==> config.mk <==
export PLATFORM = sky130hd
export DESIGN_NAME = timer_flags_prescaler
export DESIGN_NICKNAME = d
export VERILOG_FILES = /design/src/timer_flags_pkg.sv /design/src/flag_bit_cell.sv /design/src/precision_prescaler.sv /design/src/timer_flags_prescaler.sv
export VERILOG_INCLUDE_DIRS = /design/src
export SDC_FILE = /design/constraint.sdc
export NUM_CORES = 1
export LEC_CHECK = 0
export ABC_AREA = 1
export BUFFER_PORTS_ARGS = -buffer_cell sky130_fd_sc_hd__clkbuf_2
export CAP_MARGIN = 25
export CORE_ASPECT_RATIO = 0.5
export CORE_MARGIN = 3
export CORE_UTILIZATION = 49
export DETAILED_ROUTE_END_ITERATION = 10
export PLACE_DENSITY = 0.83
export SLEW_MARGIN = 20
export SYNTH_ARGS = -nofsm -noshare
export SYNTH_HDL_FRONTEND = slang
export SYNTH_SLANG_ARGS = --single-unit
==> constraint.sdc <==
create_clock -name clk -period 1.9 [get_ports clk]
set_input_delay 0.57 -clock clk [delete_from_list [all_inputs] [get_ports clk]]
set_output_delay 0.57 -clock clk [all_outputs]
set_load 0.02 [all_outputs]
==> src/timer_flags_defs.svh <==
// Register offsets, field positions and reset values for the timer flag block
`ifndef TIMER_FLAGS_DEFS_SVH
`define TIMER_FLAGS_DEFS_SVH

// Printed offsets are not all multiples of four: kept as indexes
`define IDX_CHANNEL_EVENT_FLAGS   8'h0E
`define IDX_OVERFLOW_EVENT_FLAGS  8'h0F
`define IDX_CHANNEL_FIRST         8'h10
`define IDX_CHANNEL_LAST          8'h1F
// Own choices
`define IDX_FREE_RUNNING_COUNTER  8'h04
`define IDX_CONTROL               8'h06
`define IDX_PRECISION_PRESCALE    8'h2B
`define IDX_IRQ_STATUS            8'h30
`define IDX_IRQ_MASK              8'h31
`define IDX_HIGHEST               8'h3F

// Control register fields
`define CTL_TIMER_ENABLE          0
`define CTL_PULSE_ACC_ENABLE      1
`define CTL_FAST_FLAG_CLEAR       2
`define CTL_PRECISION_SELECT      3
`define CTL_WIDTH                 4

`define RESET_BYTE                8'h00
`define RESET_CTL                 4'h0
`define RESET_WORD                32'h0000_0000

`define RESP_OKAY                 2'b00
`define RESP_SLVERR               2'b10

// Interrupt status bits: any channel flag, overflow flag
`define IRQ_CHANNEL               0
`define IRQ_OVERFLOW              1
`define IRQ_WIDTH                 2

`endif

==> src/timer_flags_pkg.sv <==
// Types shared by the timer flag block
package timer_flags_pkg;
  typedef enum logic [1:0] {
    wr_idle_state = 2'b00,
    wr_resp_state = 2'b01
  } write_state_type;
  typedef enum logic [1:0] {
    rd_idle_state = 2'b00,
    rd_data_state = 2'b01
  } read_state_type;
endpackage

==> src/flag_bit_cell.sv <==
// One sticky flag bit with set, write-one clear and fast clear
`timescale 1ns/10ps
`include "timer_flags_defs.svh"
module flag_bit_cell (
  // Clock and reset
  input  wire logic clk,
  input  wire logic rst,
  // Events
  input  wire logic set_event,
  input  wire logic clear_event,
  // State
  output logic      flag
);
  logic next_flag;

  // Set wins over a clear in the same cycle
  always_comb begin
    next_flag = flag;
    if (clear_event) begin
      next_flag = 1'b0;
    end
    if (set_event) begin
      next_flag = 1'b1;
    end
  end

  always_ff @(posedge clk) begin
    if (rst) begin
      flag <= 1'b0;
    end else begin
      flag <= next_flag;
    end
  end
endmodule // flag_bit_cell

==> src/precision_prescaler.sv <==
// Eight-bit precision prescaler with deferred factor load
`timescale 1ns/10ps
`include "timer_flags_defs.svh"
module precision_prescaler (
  // Clock and reset
  input  wire logic       clk,
  input  wire logic       rst,
  // Control
  input  wire logic       run,
  input  wire logic       precision_timer_select_bit,
  input  wire logic [7:0] precision_divide_value,
  // Output
  output logic            prescaled_tick,
  output logic [7:0]      active_divide
);
  logic [7:0] count;
  logic [7:0] next_count;
  logic [7:0] next_active;
  logic       next_tick;
  logic [7:0] wanted;

  always_comb begin
    // Without precision mode the factor is zero: a tick every cycle
    wanted = precision_timer_select_bit ? precision_divide_value
                                        : `RESET_BYTE;
    next_count  = count;
    next_active = active_divide;
    next_tick   = 1'b0;
    if (run) begin
      if (count == active_divide) begin
        next_count = `RESET_BYTE;
        next_tick  = 1'b1;
      end else begin
        next_count = count + 8'h01;
      end
    end else begin
      next_count = `RESET_BYTE;
    end
    // New factor only taken when the counter returns to zero
    if (next_count == `RESET_BYTE) begin
      next_active = wanted;
    end
  end

  always_ff @(posedge clk) begin
    if (rst) begin
      count          <= `RESET_BYTE;
      active_divide  <= `RESET_BYTE;
      prescaled_tick <= 1'b0;
    end else begin
      count          <= next_count;
      active_divide  <= next_active;
      prescaled_tick <= next_tick;
    end
  end
endmodule // precision_prescaler

==> src/timer_flags_prescaler.sv <==
// Timer flag registers, precision prescaler and AXI4-Lite slave
`timescale 1ns/10ps
`include "timer_flags_defs.svh"

module timer_flags_prescaler
  import timer_flags_pkg::*;
(
  // Clock and reset
  input  wire logic        clk,
  input  wire logic        rst,
  // Timer events
  input  wire logic [7:0]  channel_event,
  input  wire logic        counter_overflow_event,
  // Prescaler output
  output logic             prescaled_tick,
  // Interrupt
  output logic             irq,
  // AXI4-Lite write address
  input  wire logic [31:0] s_axi_awaddr,
  input  wire logic        s_axi_awvalid,
  output logic             s_axi_awready,
  // AXI4-Lite write data
  input  wire logic [31:0] s_axi_wdata,
  input  wire logic [3:0]  s_axi_wstrb,
  input  wire logic        s_axi_wvalid,
  output logic             s_axi_wready,
  // AXI4-Lite write response
  output logic [1:0]       s_axi_bresp,
  output logic             s_axi_bvalid,
  input  wire logic        s_axi_bready,
  // AXI4-Lite read address
  input  wire logic [31:0] s_axi_araddr,
  input  wire logic        s_axi_arvalid,
  output logic             s_axi_arready,
  // AXI4-Lite read data
  output logic [31:0]      s_axi_rdata,
  output logic [1:0]       s_axi_rresp,
  output logic             s_axi_rvalid,
  input  wire logic        s_axi_rready
);
  write_state_type          wr_state;
  write_state_type          next_wr_state;
  read_state_type           rd_state;
  read_state_type           next_rd_state;
  logic [31:0]              aw_hold;
  logic [31:0]              next_aw_hold;
  logic                     aw_have;
  logic                     next_aw_have;
  logic [31:0]              w_hold;
  logic [31:0]              next_w_hold;
  logic [3:0]               ws_hold;
  logic [3:0]               next_ws_hold;
  logic                     w_have;
  logic                     next_w_have;
  logic [1:0]               next_bresp;
  logic [31:0]              next_rdata;
  logic [1:0]               next_rresp;

  logic [`CTL_WIDTH-1:0]    control;
  logic [`CTL_WIDTH-1:0]    next_control;
  logic [7:0]               precision_prescale_select;
  logic [7:0]               next_prescale_select;
  logic [`IRQ_WIDTH-1:0]    irq_mask;
  logic [`IRQ_WIDTH-1:0]    next_irq_mask;
  logic [`IRQ_WIDTH-1:0]    irq_status;
  logic [`IRQ_WIDTH-1:0]    next_irq_status;

  logic [7:0]               channel_event_flags;
  logic [7:0]               overflow_event_flags;
  logic [7:0]               chan_clear;
  logic [7:0]               ovf_clear;
  logic [7:0]               ovf_set;
  logic [7:0]               active_divide;

  logic                     wr_fire;
  logic                     rd_fire;
  logic [7:0]               wr_idx;
  logic [7:0]               rd_idx;
  logic                     clear_allowed;
  logic                     fast_clear;
  logic                     wr_ok;
  logic                     rd_ok;

  assign s_axi_awready = (wr_state == wr_idle_state) && !aw_have;
  assign s_axi_wready  = (wr_state == wr_idle_state) && !w_have;
  assign s_axi_arready = (rd_state == rd_idle_state);
  assign s_axi_bvalid  = (wr_state == wr_resp_state);
  assign s_axi_rvalid  = (rd_state == rd_data_state);

  // Write commits once both halves are held
  assign wr_fire = (wr_state == wr_idle_state) && aw_have && w_have;
  assign rd_fire = s_axi_arvalid && s_axi_arready;
  assign wr_idx  = aw_hold[9:2];
  assign rd_idx  = s_axi_araddr[9:2];
  assign wr_ok   = (aw_hold[31:10] == 22'h000000) && ws_hold[0];
  assign rd_ok   = (s_axi_araddr[31:10] == 22'h000000)
                   && (rd_idx <= `IDX_HIGHEST);

  assign clear_allowed = control[`CTL_TIMER_ENABLE]
                         || control[`CTL_PULSE_ACC_ENABLE];
  assign fast_clear    = control[`CTL_FAST_FLAG_CLEAR];

  // Write-one clear, and fast clear by channel register access
  genvar ch;
  generate
    for (ch = 0; ch < 8; ch = ch + 1) begin : g_channel
      logic [7:0] chan_idx;
      assign chan_idx = `IDX_CHANNEL_FIRST + 8'(ch * 2);
      assign chan_clear[ch] =
          (wr_fire && wr_ok && wr_idx == `IDX_CHANNEL_EVENT_FLAGS
           && w_hold[ch] && clear_allowed)
          || (fast_clear && rd_fire && rd_ok
              && rd_idx == chan_idx)
          || (fast_clear && wr_fire && wr_ok
              && wr_idx == chan_idx);
      flag_bit_cell u_chan_flag (
        .clk         (clk),
        .rst         (rst),
        .set_event   (channel_event[ch]),
        .clear_event (chan_clear[ch]),
        .flag        (channel_event_flags[ch])
      );
    end
  endgenerate

  // Only bit 7 of the overflow register is implemented
  assign ovf_set   = {counter_overflow_event, 7'h00};
  assign ovf_clear = ({8{wr_fire && wr_ok && clear_allowed
                        && wr_idx == `IDX_OVERFLOW_EVENT_FLAGS}}
                      & w_hold[7:0])
                   | {8{fast_clear
                        && ((wr_fire && wr_ok
                             && wr_idx == `IDX_FREE_RUNNING_COUNTER)
                            || (rd_fire && rd_ok
                             && rd_idx == `IDX_FREE_RUNNING_COUNTER))}};
  genvar ob;
  generate
    for (ob = 0; ob < 8; ob = ob + 1) begin : g_overflow
      flag_bit_cell u_ovf_flag (
        .clk         (clk),
        .rst         (rst),
        .set_event   (ovf_set[ob]),
        .clear_event (ovf_clear[ob]),
        .flag        (overflow_event_flags[ob])
      );
    end
  endgenerate

  precision_prescaler u_prescaler (
    .clk                        (clk),
    .rst                        (rst),
    .run                        (control[`CTL_TIMER_ENABLE]),
    .precision_timer_select_bit (control[`CTL_PRECISION_SELECT]),
    .precision_divide_value     (precision_prescale_select),
    .prescaled_tick             (prescaled_tick),
    .active_divide              (active_divide)
  );

  always_comb begin
    next_wr_state        = wr_state;
    next_aw_hold         = aw_hold;
    next_aw_have         = aw_have;
    next_w_hold          = w_hold;
    next_ws_hold         = ws_hold;
    next_w_have          = w_have;
    next_bresp           = s_axi_bresp;
    next_control         = control;
    next_prescale_select = precision_prescale_select;
    next_irq_mask        = irq_mask;
    case (wr_state)
      wr_idle_state: begin
        if (s_axi_awvalid && s_axi_awready) begin
          next_aw_hold = s_axi_awaddr;
          next_aw_have = 1'b1;
        end
        if (s_axi_wvalid && s_axi_wready) begin
          next_w_hold  = s_axi_wdata;
          next_ws_hold = s_axi_wstrb;
          next_w_have  = 1'b1;
        end
        if (wr_fire) begin
          next_aw_have  = 1'b0;
          next_w_have   = 1'b0;
          next_wr_state = wr_resp_state;
          next_bresp    = wr_ok && wr_idx <= `IDX_HIGHEST
                          ? `RESP_OKAY : `RESP_SLVERR;
          if (wr_ok && wr_idx == `IDX_CONTROL) begin
            next_control = w_hold[`CTL_WIDTH-1:0];
          end else if (wr_ok && wr_idx == `IDX_PRECISION_PRESCALE) begin
            next_prescale_select = w_hold[7:0];
          end else if (wr_ok && wr_idx == `IDX_IRQ_MASK) begin
            next_irq_mask = w_hold[`IRQ_WIDTH-1:0];
          end
        end
      end
      wr_resp_state: begin
        if (s_axi_bready) begin
          next_wr_state = wr_idle_state;
        end
      end
      default: next_wr_state = wr_idle_state;
    endcase
  end

  always_comb begin
    next_rd_state   = rd_state;
    next_rdata      = s_axi_rdata;
    next_rresp      = s_axi_rresp;
    next_irq_status = irq_status;
    // Reading the status clears it; a new event still wins
    if (rd_fire && rd_ok && rd_idx == `IDX_IRQ_STATUS) begin
      next_irq_status = '0;
    end
    if (|channel_event) begin
      next_irq_status[`IRQ_CHANNEL] = 1'b1;
    end
    if (counter_overflow_event) begin
      next_irq_status[`IRQ_OVERFLOW] = 1'b1;
    end
    case (rd_state)
      rd_idle_state: begin
        if (rd_fire) begin
          next_rd_state = rd_data_state;
          next_rresp    = rd_ok ? `RESP_OKAY : `RESP_SLVERR;
          next_rdata    = `RESET_WORD;
          if (!rd_ok) begin
            next_rdata = `RESET_WORD;
          end else if (rd_idx == `IDX_CHANNEL_EVENT_FLAGS) begin
            next_rdata[7:0] = channel_event_flags;
          end else if (rd_idx == `IDX_OVERFLOW_EVENT_FLAGS) begin
            next_rdata[7:0] = overflow_event_flags;
          end else if (rd_idx == `IDX_CONTROL) begin
            next_rdata[`CTL_WIDTH-1:0] = control;
          end else if (rd_idx == `IDX_PRECISION_PRESCALE) begin
            next_rdata[7:0]  = precision_prescale_select;
            next_rdata[15:8] = active_divide;
          end else if (rd_idx == `IDX_IRQ_STATUS) begin
            next_rdata[`IRQ_WIDTH-1:0] = irq_status;
          end else if (rd_idx == `IDX_IRQ_MASK) begin
            next_rdata[`IRQ_WIDTH-1:0] = irq_mask;
          end
        end
      end
      rd_data_state: begin
        if (s_axi_rready) begin
          next_rd_state = rd_idle_state;
        end
      end
      default: next_rd_state = rd_idle_state;
    endcase
  end

  always_ff @(posedge clk) begin
    if (rst) begin
      wr_state                  <= wr_idle_state;
      rd_state                  <= rd_idle_state;
      aw_hold                   <= `RESET_WORD;
      aw_have                   <= 1'b0;
      w_hold                    <= `RESET_WORD;
      ws_hold                   <= 4'h0;
      w_have                    <= 1'b0;
      s_axi_bresp               <= `RESP_OKAY;
      s_axi_rdata               <= `RESET_WORD;
      s_axi_rresp               <= `RESP_OKAY;
      control                   <= `RESET_CTL;
      precision_prescale_select <= `RESET_BYTE;
      irq_mask                  <= '0;
      irq_status                <= '0;
      irq                       <= 1'b0;
    end else begin
      wr_state                  <= next_wr_state;
      rd_state                  <= next_rd_state;
      aw_hold                   <= next_aw_hold;
      aw_have                   <= next_aw_have;
      w_hold                    <= next_w_hold;
      ws_hold                   <= next_ws_hold;
      w_have                    <= next_w_have;
      s_axi_bresp               <= next_bresp;
      s_axi_rdata               <= next_rdata;
      s_axi_rresp               <= next_rresp;
      control                   <= next_control;
      precision_prescale_select <= next_prescale_select;
      irq_mask                  <= next_irq_mask;
      irq_status                <= next_irq_status;
      irq                       <= |(next_irq_status & next_irq_mask);
    end
  end
endmodule // timer_flags_prescaler

# [Yosys cells after proc, flatten, opt, wreduce, memory -nomap -nowiden]
# Cells that the tools add are included.
[totals] regBits=110 out_inout_bits=43 word_cells=231 input_bits=116 romBits=0 mem_count=0 ram_bits=0 latchBits=0
[classes] n_addsub=1 n_mul=0 div_mod_pow=0 shifts=0 n_reduce_logical=107 n_eq_ne=36 bitwise=5 n_lt_le_gt_ge=2 muxes=53
[ops] op="8-bit by 5-bit == test with 1-bit output, second input constant" count=16
[ops] op="1-bit logical AND" count=58
[ops] op="8-bit 2-to-1 mux" count=7
[ops] op="22-bit zero test" count=2
[ops] op="8-bit by 6-bit == test with 1-bit output, second input constant" count=5
[ops] op="8-bit by 3-bit == test with 1-bit output, second input constant" count=4
[ops] op="8-bit by 4-bit == test with 1-bit output, second input constant" count=4
[ops] op="2-bit 2-to-1 mux" count=15
[ops] op="1-bit 2-to-1 mux" count=25
[ops] op="2-bit nonzero test" count=11
[ops] op="1-bit logical OR" count=18
[ops] op="8-bit by 6-bit <= comparator with 1-bit output, second input constant" count=2
[ops] op="16-bit 2-to-1 mux" count=1
[ops] op="2-bit AND reduction" count=8
[ops] op="14-bit 2-to-1 mux" count=1
[ops] op="12-bit 2-to-1 mux" count=1
[ops] op="8-bit by 1-bit adder with 8-bit output, second input constant" count=1
[ops] op="8-bit AND" count=1
[ops] op="8-bit == test" count=1
[ops] op="8-bit zero test" count=1
[ops] op="8-bit OR" count=1
[ops] op="2-bit case mux with 2 select lines" count=2
[ops] op="8-bit OR reduction" count=1
[ops] op="2-bit by 1-bit != test with 1-bit output, second input constant" count=3
[ops] op="10 further kinds" count=15

# [Logic depth before layout (Yosys ltp)]
# Gate-level depths: netlist of run 1.
[logic_depth] word_depth=11 ltp_mapped=13 ltp_nobuf=13

# [Cells and area by module]
# A second synthesis of run 1 with hierarchy kept.
[unflattened] cells_unflattened=882 area_unflattened_um2=5824.3
[by_module_without_submodules] module="timer_flags_prescaler" cells_each=636 area_each_um2=4145.2 instances=1 seq_area_each_um2=1561.5
[by_module_without_submodules] module="precision_prescaler" cells_each=166 area_each_um2=1038.5 instances=1 seq_area_each_um2=340.3
[by_module_without_submodules] module="flag_bit_cell" cells_each=5 area_each_um2=40.0 instances=16 seq_area_each_um2=20.0

# [Least setup slack after synthesis of run 1]
# Ideal clock, no wire load.
[synth_timing] path_kind="input to register" startpoint="input port s_axi_arvalid" endpoint="register g_channel[3].u_chan_flag.flag" path_slack_ns=0.156 t_required_ns=1.772 stages=11 setup_ns=0.128 n_path_buf=0 t_arrival_ns=1.617 path_cell_list="inv_1 nor2_2 clkinv_1 nor2_1 nand2_1 nor2_2 nand4_1 o21ai_0 nor2_1 nor2_1 nor2_1"
[synth_via] elab_chain_cells=7
[synth_lines] item="start, declared" line="timer_flags_prescaler.sv:33" rtl="input wire logic s_axi_arvalid,"
[synth_lines] item="1-bit logical AND" line="timer_flags_prescaler.sv:92" rtl="assign rd_fire = s_axi_arvalid && s_axi_arready;"
[synth_lines] item="1-bit logical AND (2 in a row)" line="timer_flags_prescaler.sv:112" rtl="|| (fast_clear && rd_fire && rd_ok"
[synth_lines] item="1-bit logical AND" line="timer_flags_prescaler.sv:113" rtl="&& rd_idx == chan_idx)"
[synth_lines] item="1-bit logical OR (2 in a row)" line="timer_flags_prescaler.sv:110" rtl="(wr_fire && wr_ok && wr_idx == `IDX_CHANNEL_EVENT_FLAGS"
[synth_lines] item="2-bit nonzero test (no line)"
[synth_lines] item="end signal, assigned" line="flag_bit_cell.sv:31" rtl="flag <= next_flag;"
[synth_lines] item="end, declared" line="flag_bit_cell.sv:12" rtl="output logic flag"
# Every way passes these cells.
# A chain may end at the register's enable or synchronous reset.

# [Worst setup path after layout of run 1]
[layout_timing] startpoint="register u_prescaler.count[0]" endpoint="register u_prescaler.active_divide[2]"
[layout_via] elab_chain_cells=4 word_cells_on_any_way=5 classes_between="add/sub: 1; eq/ne: 1; mux: 2; reduce/logical: 1"
[layout_lines] item="start, declared" line="precision_prescaler.sv:16" rtl="logic [7:0] count;"
[layout_lines] item="start signal, assigned" line="precision_prescaler.sv:47" rtl="count <= `RESET_BYTE;"
[layout_lines] item="start signal, assigned" line="precision_prescaler.sv:51" rtl="count <= next_count;"
[layout_lines] item="8-bit by 1-bit adder with 8-bit output or 8-bit == test (tied branches)" line="precision_prescaler.sv:34, precision_prescaler.sv:30"
[layout_lines] item="8-bit 2-to-1 mux *" line="precision_prescaler.sv:30" rtl="if (count == active_divide) begin"
[layout_lines] item="8-bit 2-to-1 mux *" line="precision_prescaler.sv:29" rtl="if (run) begin"
[layout_lines] item="8-bit zero test (no line) *"
[layout_lines] item="end signal, assigned" line="precision_prescaler.sv:48" rtl="active_divide <= `RESET_BYTE;"
[layout_lines] item="end signal, assigned" line="precision_prescaler.sv:52" rtl="active_divide <= next_active;"
[layout_lines] item="end, declared" line="precision_prescaler.sv:14" rtl="output logic [7:0] active_divide"
# Mark *: on every way between the ends. The rest lies on a longest branch, timed or not.

==> reports/qor.json, run 1 <==
{
  "clock_power_share": {"value": 37.1, "unit": "%"},
  "antenna_violating_nets_post_route": {"value": 0},
  "synth_seq_cells": {"value": 104},
  "wire_length_of_the_first_global_routing_pass": {"value": 21900, "unit": "microns"},
  "rr_worst_depth": {"value": 12},
  "worst-path-stages": {"value": 12},
  "antenna_cells": {"value": 0},
  "clockBufferDepth": {"value": 2},
  "type_of_element_launching_the_critical_path": {"value": "flop"},
  "category_of_the_worst_setup_path_capture_point": {"value": "flop"},
  "hold_path_end": {"value": "g_channel[4].u_chan_flag.flag"},
  "average_vias_per_placed_instance": {"value": 4.96},
  "worstSkewPairLatency": {"value": 350, "unit": "ps"},
  "worst_hold_path_type": {"value": "input port to flop"},
  "synth_warnings": {"value": 0},
  "routed-via-count": {"value": 5327},
  "cts_root_buf": {"value": "clkbuf_16"},
  "die_area": {"value": 12200, "unit": "sq um"},
  "async_reset_ff_share": {"value": 0, "unit": "%"},
  "worstPathRequired": {"value": 2150, "unit": "ps"},
  "synth.top_cells.by_count": {"value": "nand2_1, nor2_1, dfxtp_1, inv_1, a21oi_1"},
  "status": {"value": "finished, final reports clean"},
  "syn_avg_cell_area": {"value": 6.61, "unit": "sq um"},
  "placed_cells_incl_taps": {"value": 1056},
  "timing.clock.skew": {"value": 7.53, "unit": "ps"},
  "cellLeakagePower": {"value": 2.97, "unit": "nW"},
  "num-nets-final": {"value": 1047},
  "reg_to_reg_start": {"value": "u_prescaler.count[0]"},
  "dp_hpwl": {"value": 10600, "unit": "microns"},
  "setup_viol": {"value": 0},
  "grt_overflow": {"value": 0},
  "sw_frac_of_total": {"value": 27.7, "unit": "%"},
  "areaGrowthSynthToFinish": {"value": 21.5, "unit": "%"},
  "synthesis.area": {"value": 5300, "unit": "sq um"},
  "path_clk_slew": {"value": 70, "unit": "ps"},
  "count_of_flip_flops_with_a_built_in_enable_after_synthesis": {"value": 0},
  "grt_start_max_net_pins": {"value": 54},
  "tritoncts.num_buffers": {"value": 9},
  "power.internal": {"value": 3.41, "unit": "mW"},
  "critPathArrivalTime": {"value": 2000, "unit": "ps"},
  "route.detailed.drc": {"value": 0},
  "crit_buf_inv": {"value": 2},
  "timing.critical_path.slowest_cell_delay": {"value": 380, "unit": "ps"},
  "final_period_minus_worst_setup_slack": {"value": 1750, "unit": "ps"},
  "drv_slew": {"value": 0},
  "final_critical_path_setup_slack": {"value": 151, "unit": "ps"},
  "vert_die_dim": {"value": 79.5, "unit": "microns"},
  "worst_path_max_delay_cell": {"value": "dfxtp_2"},
  "place_ws": {"value": -75.4, "unit": "ps"},
  "die_w": {"value": 153, "unit": "microns"},
  "setup_repair_after_global_routing_missed_its_margin": {"value": "no"},
  "global_route.usage.met2": {"value": 38.8, "unit": "%"},
  "comb_power_share": {"value": 12.9, "unit": "%"},
  "drv_cap": {"value": 0},
  "crit_family": {"value": "simple AND/OR/NAND/NOR gates"},
  "worst-setup-path-type": {"value": "flop to flop"},
  "netlist-cell-type-count": {"value": 38},
  "finalWirelength": {"value": 13500, "unit": "microns"},
  "post-route-period-util": {"value": 92.0, "unit": "%"},
  "synth_top_area_cell": {"value": "dfxtp_1"},
  "totalPowerFinal": {"value": 4.72, "unit": "mW"},
  "use_met3": {"value": 5.63, "unit": "%"},
  "yosys.cell_count.top_type": {"value": "nand2_1"},
  "timing_hold_violations_final": {"value": 0},
  "gp_congestion": {"value": 0.900},
  "top_ports": {"value": 159},
  "global_route.usage.met1": {"value": 27.0, "unit": "%"},
  "cts_hold_repair_buffers": {"value": 0},
  "busiest_layer": {"value": "met2"},
  "highest_ir_drop_seen_on_vdd": {"value": 0.444, "unit": "mV"},
  "rows": {"value": 26},
  "cts_tree": {"value": "yes"},
  "drive_gt1_share": {"value": 21.8, "unit": "%"},
  "cts_num_sinks": {"value": 104},
  "hold_depth": {"value": 3},
  "critPathMaxFanout": {"value": 6},
  "first_global_vias": {"value": 4915},
  "core_region_area": {"value": 10400, "unit": "sq um"},
  "ff2ff_setup_slack": {"value": 150, "unit": "ps"},
  "p_switching": {"value": 1.31, "unit": "mW"},
  "synth-main-ff-cell": {"value": "dfxtp_1"},
  "worstHoldStart": {"value": "channel_event[4]"},
  "syn_inst": {"value": 802},
  "fin_cells": {"value": 1075},
  "timing.rr.end": {"value": "u_prescaler.active_divide[2]"},
  "power-per-cell-area": {"value": 732, "unit": "nW/um^2"},
  "synth_largest_type_area_fraction": {"value": 39.3, "unit": "%"},
  "p_seq_share": {"value": 50.0, "unit": "%"},
  "worstPathCellList": {"value": "ha_2 -> inv_1 -> o21bai_1 -> nand2_1 -> nor2_1 -> o21ai_2 -> nand2_2 -> nor2_8 -> nand2_2 -> clkinv_4 -> nor2_2 -> nor2_2"},
  "detail_route.first_pass.iterations": {"value": 5},
  "wire_per_inst": {"value": 12.5, "unit": "microns"},
  "grt_antenna_before_repair": {"value": 0},
  "drt_iter0_drc": {"value": 304},
  "count_of_buffers_inserted_at_the_top_level_ports": {"value": 109},
  "fmaxAchievable": {"value": 572, "unit": "MHz"},
  "global_route.usage.total": {"value": 22.0, "unit": "%"},
  "synthTopCellsByArea": {"value": "dfxtp_1, nand2_1, nor2_1, inv_1, a21oi_1"},
  "cts.htree.levels": {"value": 3},
  "initial_standard_cell_utilization_of_the_core": {"value": 51.1, "unit": "%"},
  "register_area_share_after_synthesis": {"value": 39.3, "unit": "%"}
}
==> worst max-delay path by stage <==
stage                               startpoint                       endpoint
after floorplan                  s_axi_arvalid  g_channel[3].u_chan_flag.flag
after global placement         s_axi_araddr[8]                 s_axi_rdata[9]
after CTS                 u_prescaler.count[0]   u_prescaler.active_divide[2]
final                     u_prescaler.count[0]   u_prescaler.active_divide[2]
after detailed placement         s_axi_arvalid                s_axi_rdata[14]
after global routing      u_prescaler.count[1]   u_prescaler.active_divide[2]
==> cell families after synthesis <==
kind of cell	share of synthesized area [%]
AND/OR/NAND/NOR	35.8
buffers and inverters	11.2
AO/OA/AOI/OAI	12.4
flip-flops	39.3
XOR/XNOR	0.991
adder cells (fa/ha/maj)	0.236
other	0.0708
==> sequential cells by signal (all words and copies together) (netlist names), 2 cells and up <==
name and cells:
aw_hold 30, control 4, g_channel.u_chan_flag.flag 8, irq_mask 2, irq_status 2, precision_prescale_select 8, s_axi_rdata 16, u_prescaler.active_divide 8
u_prescaler.count 8, w_hold 8
==> layout make-up <==
cell class / count / area, sq um
fillers: 986 / 3940
inverters: 97 / 369
clock buffers: 9 / 225
well taps: 140 / 175
clock inverters: 7 / 56.3
repair buffers: 138 / 801
flip-flops and latches: 104 / 2090
multi-input cells: 580 / 2720
==> layout by cell type, fill, tap and decap left out, types with 5 or more instances in the layout <==
| master | count |
|---|---|
| inv_1 | 92 |
| xnor2_1 | 5 |
| clkbuf_2 | 109 |
| nand2_1 | 174 |
| clkbuf_16 | 9 |
| nand3_1 | 54 |
| nor2_2 | 15 |
| dfxtp_2 | 7 |
| nor3_1 | 16 |
| a21oi_1 | 61 |
| conb_1 | 18 |
| nor2_1 | 124 |
| buf_4 | 26 |
| o21ai_0 | 51 |
| dfxtp_1 | 97 |
| nand2_2 | 6 |
| nand4_1 | 23 |
==> worst reg2reg max path, cell delays in order (launching register included) <==
cell and delay (ps):
dfxtp_2 380, ha_2 250, inv_1 50, o21bai_1 130
nand2_1 70, nor2_1 160, o21ai_2 90, nand2_2 120
nor2_8 70, nand2_2 120, clkinv_4 90, nor2_2 100
nor2_2 30
==> per-stage QoR <==
| step | cell area [sq um] | utilization [%] | setup TNS (ps) | hold WS, ps |
|---|---|---|---|---|
| after floorplan | 5360 | - | 0 | 441 |
| after global routing | 6440 | 62.0 | 0 | 467 |
| after global placement | 6100 | 58.8 | -151 | 453 |
| after CTS | 6380 | 61.5 | 0 | 446 |
| final | 6440 | 62.0 | 0 | 454 |
| after detailed placement | 6100 | 58.8 | -395 | 458 |
==> power groups by stage <==
| stage | sequential (mW) | clock (mW) | combinational [mW] |
|---|---|---|---|
| floorplan | 2.38 | 0 | 0.406 |
| global placement | 2.40 | 0 | 0.588 |
| detailed placement | 2.40 | 0 | 0.604 |
| finish | 2.36 | 1.75 | 0.610 |
| global route | 2.37 | 1.86 | 0.694 |
| CTS | 2.35 | 1.78 | 0.606 |
==> what timing repair did <==
action	in CTS	in global routing
setup buffers	0	2
setup endpoints to repair	0	15
resized for setup	0	16
==> layer usage <==
| metal | part of all wire (%) | up-vias |
|---|---|---|
| met5 | 0 | - |
| met4 | 1.0 | 0 |
| met3 | 5.8 | 15 |
| met2 | 47 | 134 |
| met1 | 46 | 2375 |
| li1 | - | 2803 |
No activity file was read; power rests on OpenSTA's default activity.
==> run 2: changes to the inputs <==
CAP_MARGIN = 40   (was 25)
CORE_MARGIN = 10   (was 3)
==> reports/qor.json, run 2 (same netlist as run 1, synthesis figures left out) <==
{
  "status": {"value": "finished, final reports clean"},
  "dp_hpwl": {"value": 11300, "unit": "microns", "change": "+6.9%"},
  "place_ws": {"value": -70.5, "unit": "ps", "change": "+4.92 ps"},
  "final_critical_path_setup_slack": {"value": 101, "unit": "ps", "change": "-50.2 ps"},
  "finalWirelength": {"value": 14400, "unit": "microns", "change": "+7.1%"},
  "gp_congestion": {"value": 0.891, "change": "-1.0%"},
  "timing.slew.headroom": {"value": 65.8, "unit": "%"},
  "critPathMaxFanout": {"value": 9, "change": "+3"},
  "largest_register_ffs": {"value": 30, "change": "unchanged"},
  "timing.clock.skew": {"value": 9.83, "unit": "ps", "change": "+2.30 ps"},
  "core_region_area": {"value": 10400, "unit": "sq um", "change": "unchanged"},
  "timing.critical_path.mode_cell": {"value": "nor2_2"},
  "grt_start_max_net_pins": {"value": 52, "change": "-3.7%"},
  "worst_slew_pin_slew": {"value": 512, "unit": "ps"},
  "first_global_vias": {"value": 5230, "change": "+6.4%"},
  "fillers": {"value": 923, "change": "-6.4%"},
  "die_area": {"value": 15600, "unit": "sq um", "change": "+28%"},
  "busiest_layer": {"value": "met2"},
  "worstPathCellList": {"value": "ha_2 -> inv_1 -> o21bai_1 -> nand2_1 -> nor2_2 -> o21ai_2 -> nand2_2 -> nor2_8 -> nand2_4 -> clkinv_4 -> nor2_2 -> nor2_2"},
  "worst_hold_path_type": {"value": "input port to flop"},
  "type_of_element_launching_the_critical_path": {"value": "flop"},
  "antenna_violating_nets_post_route": {"value": 0, "change": "unchanged"},
  "routed-via-count": {"value": 5352, "change": "+0.47%"},
  "num-nets-final": {"value": 1045, "change": "-0.19%"},
  "grt_antenna_before_repair": {"value": 0, "change": "unchanged"},
  "worst_path_max_delay_cell": {"value": "dfxtp_2"},
  "final_period_minus_worst_setup_slack": {"value": 1800, "unit": "ps", "change": "+50.2 ps"},
  "vert_die_dim": {"value": 93.5, "unit": "microns", "change": "+18%"},
  "drt_iter0_drc": {"value": 270, "change": "-11%"},
  "cts_tree": {"value": "yes"},
  "cts_num_sinks": {"value": 104, "change": "unchanged"},
  "wire_per_inst": {"value": 13.4, "unit": "microns", "change": "+7.3%"},
  "global_route.usage.met1": {"value": 21.4, "unit": "%", "change": "-5.7 points"},
  "cellLeakagePower": {"value": 2.99, "unit": "nW", "change": "+0.69%"},
  "global_route.usage.met2": {"value": 30.8, "unit": "%", "change": "-7.9 points"},
  "cts_root_buf": {"value": "clkbuf_16"},
  "worst-setup-path-type": {"value": "flop to flop"},
  "route.detailed.drc": {"value": 0, "change": "unchanged"},
  "rows": {"value": 26, "change": "unchanged"},
  "leading_cell_type_in_the_layout_fill_and_taps_excluded": {"value": "nand2_1"},
  "power-per-cell-area": {"value": 777, "unit": "nW/um^2", "change": "+6.1%"},
  "critPathArrivalTime": {"value": 2050, "unit": "ps", "change": "+50 ps"},
  "cts_hold_repair_buffers": {"value": 0, "change": "unchanged"},
  "reg.largest.list": {"value": "aw_hold: 30 flops, s_axi_rdata: 16 flops"},
  "highest_ir_drop_seen_on_vdd": {"value": 0.475, "unit": "mV", "change": "+6.9%"},
  "areaGrowthSynthToFinish": {"value": 21.9, "unit": "%"},
  "crit_buf_inv": {"value": 2, "change": "unchanged"},
  "top_ports": {"value": 159, "change": "unchanged"},
  "initial_standard_cell_utilization_of_the_core": {"value": 51.1, "unit": "%", "change": "unchanged"},
  "largest_register": {"value": "aw_hold"},
  "drv_cap": {"value": 0, "change": "unchanged"},
  "category_of_the_worst_setup_path_capture_point": {"value": "flop"},
  "die_w": {"value": 167, "unit": "microns", "change": "+9.1%"},
  "wire_length_of_the_first_global_routing_pass": {"value": 23600, "unit": "microns", "change": "+7.7%"},
  "setup_viol": {"value": 0, "change": "unchanged"},
  "average_vias_per_placed_instance": {"value": 4.99, "change": "+0.66%"},
  "drv_slew": {"value": 0, "change": "unchanged"},
  "cts.htree.levels": {"value": 3, "change": "unchanged"},
  "worstSkewPairLatency": {"value": 350, "unit": "ps", "change": "about the same"},
  "clockBufferDepth": {"value": 2, "change": "unchanged"},
  "timing.critical_path.slowest_cell_delay": {"value": 390, "unit": "ps", "change": "about the same"},
  "setup_repair_after_global_routing_missed_its_margin": {"value": "yes"},
  "count_of_buffers_inserted_at_the_top_level_ports": {"value": 109, "change": "unchanged"},
  "timing_hold_violations_final": {"value": 0, "change": "unchanged"},
  "grt_overflow": {"value": 0, "change": "unchanged"},
  "drive_gt1_share": {"value": 20.9, "unit": "%", "change": "-0.92 points"},
  "use_met3": {"value": 5.05, "unit": "%", "change": "-0.58 points"},
  "mostFrequentLayoutCells": {"value": "nand2_1, nor2_1, clkbuf_2, dfxtp_1, inv_1"},
  "totalPowerFinal": {"value": 5.02, "unit": "mW", "change": "+6.4%"},
  "worstPathRequired": {"value": 2150, "unit": "ps", "change": "about the same"},
  "antenna_cells": {"value": 0, "change": "unchanged"},
  "post-route-period-util": {"value": 94.7, "unit": "%", "change": "+2.6 points"},
  "tightest_hold_margin": {"value": 463, "unit": "ps", "change": "+9.31 ps"},
  "crit_family": {"value": "simple AND/OR/NAND/NOR gates"},
  "detail_route.first_pass.iterations": {"value": 5, "change": "unchanged"},
  "tritoncts.num_buffers": {"value": 9, "change": "unchanged"},
  "global_route.usage.total": {"value": 17.8, "unit": "%", "change": "-4.2 points"},
  "fmaxAchievable": {"value": 556, "unit": "MHz", "change": "-2.8%"},
  "path_clk_slew": {"value": 70, "unit": "ps", "change": "about the same"}
}
## run 2: changes by cell type in the layout (fill, tap and decap cells not counted), sizes merged
cell      delta
clkinvlp     -3
inv          +3
bufinv       +2
clkinv       -2
buf          -1
nand2        -1
## run 2: per-layer routing
| layer | share of wire [%] | up-vias |
|---|---|---|
| met2 | 48 | 147 |
| met5 | 0 | - |
| met4 | 1.4 | 0 |
| met3 | 6.2 | 22 |
| met1 | 45 | 2381 |
| li1 | - | 2802 |
## run 2: power by group
| group | total, mW | internal [mW] | switching (mW) |
|---|---|---|---|
| registers | 2.35 | 2.28 | 0.0697 |
| clock network | 2.06 | 1.18 | 0.875 |
| logic | 0.610 | 0.222 | 0.387 |
| total | 5.02 | 3.69 | 1.33 |
## run 2: repair_timing
item | 4_1_cts | 5_1_grt
hold endpoints to repair | 0 | 0
pin swaps | 0 | 3
setup endpoints to repair | 3 | 18
setup buffers | 0 | 2
resized for setup | 1 | 9
## run 2: per-stage QoR
| step | setup TNS, ps | utilization (%) | instances | cell area (sq um) |
|---|---|---|---|---|
| 5_1_grt | -6.99 | 62.2 | 1073 | 6460 |
| 3_5_place_dp | -327 | 58.7 | 1055 | 6090 |
| 6_report | 0 | 62.2 | 1073 | 6460 |
| 2_1_floorplan | 0 | - | 819 | 5360 |
| 4_1_cts | 0 | 61.9 | 1071 | 6430 |
| 3_3_place_gp | -188 | 58.7 | 1055 | 6090 |
## run 2: final cells by class
cell class,count,area [sq um],area share (%)
inverter,97,369,5.71
multi-input combinational,579,2700,41.8
clock buffer,9,225,3.49
tap,140,175,2.71
timing repair buffer,137,793,12.3
sequential,104,2090,32.3
clock inverter,7,106,1.65
## run 2: path summary, 6_finish.rpt
kind | start | end | slack, ps | depth (start not counted)
worst max-delay path | u_prescaler.count[0] | u_prescaler.active_divide[2] | 100 | 12
worst min-delay path | channel_event[1] | g_channel[1].u_chan_flag.flag | 460 | 3
worst max register to register | u_prescaler.count[0] | u_prescaler.active_divide[2] | 100 | 12
worst min register to register | s_axi_rdata[2] | s_axi_rdata[2] | 470 | 2
## run 2: worst reg2reg max path, stage by stage, from the launching register on
cell and delay, ps:
dfxtp_2 390, ha_2 260, inv_1 60, o21bai_1 140
nand2_1 80, nor2_2 150, o21ai_2 90, nand2_2 120
nor2_8 60, nand2_4 120, clkinv_4 90, nor2_2 110
nor2_2 40
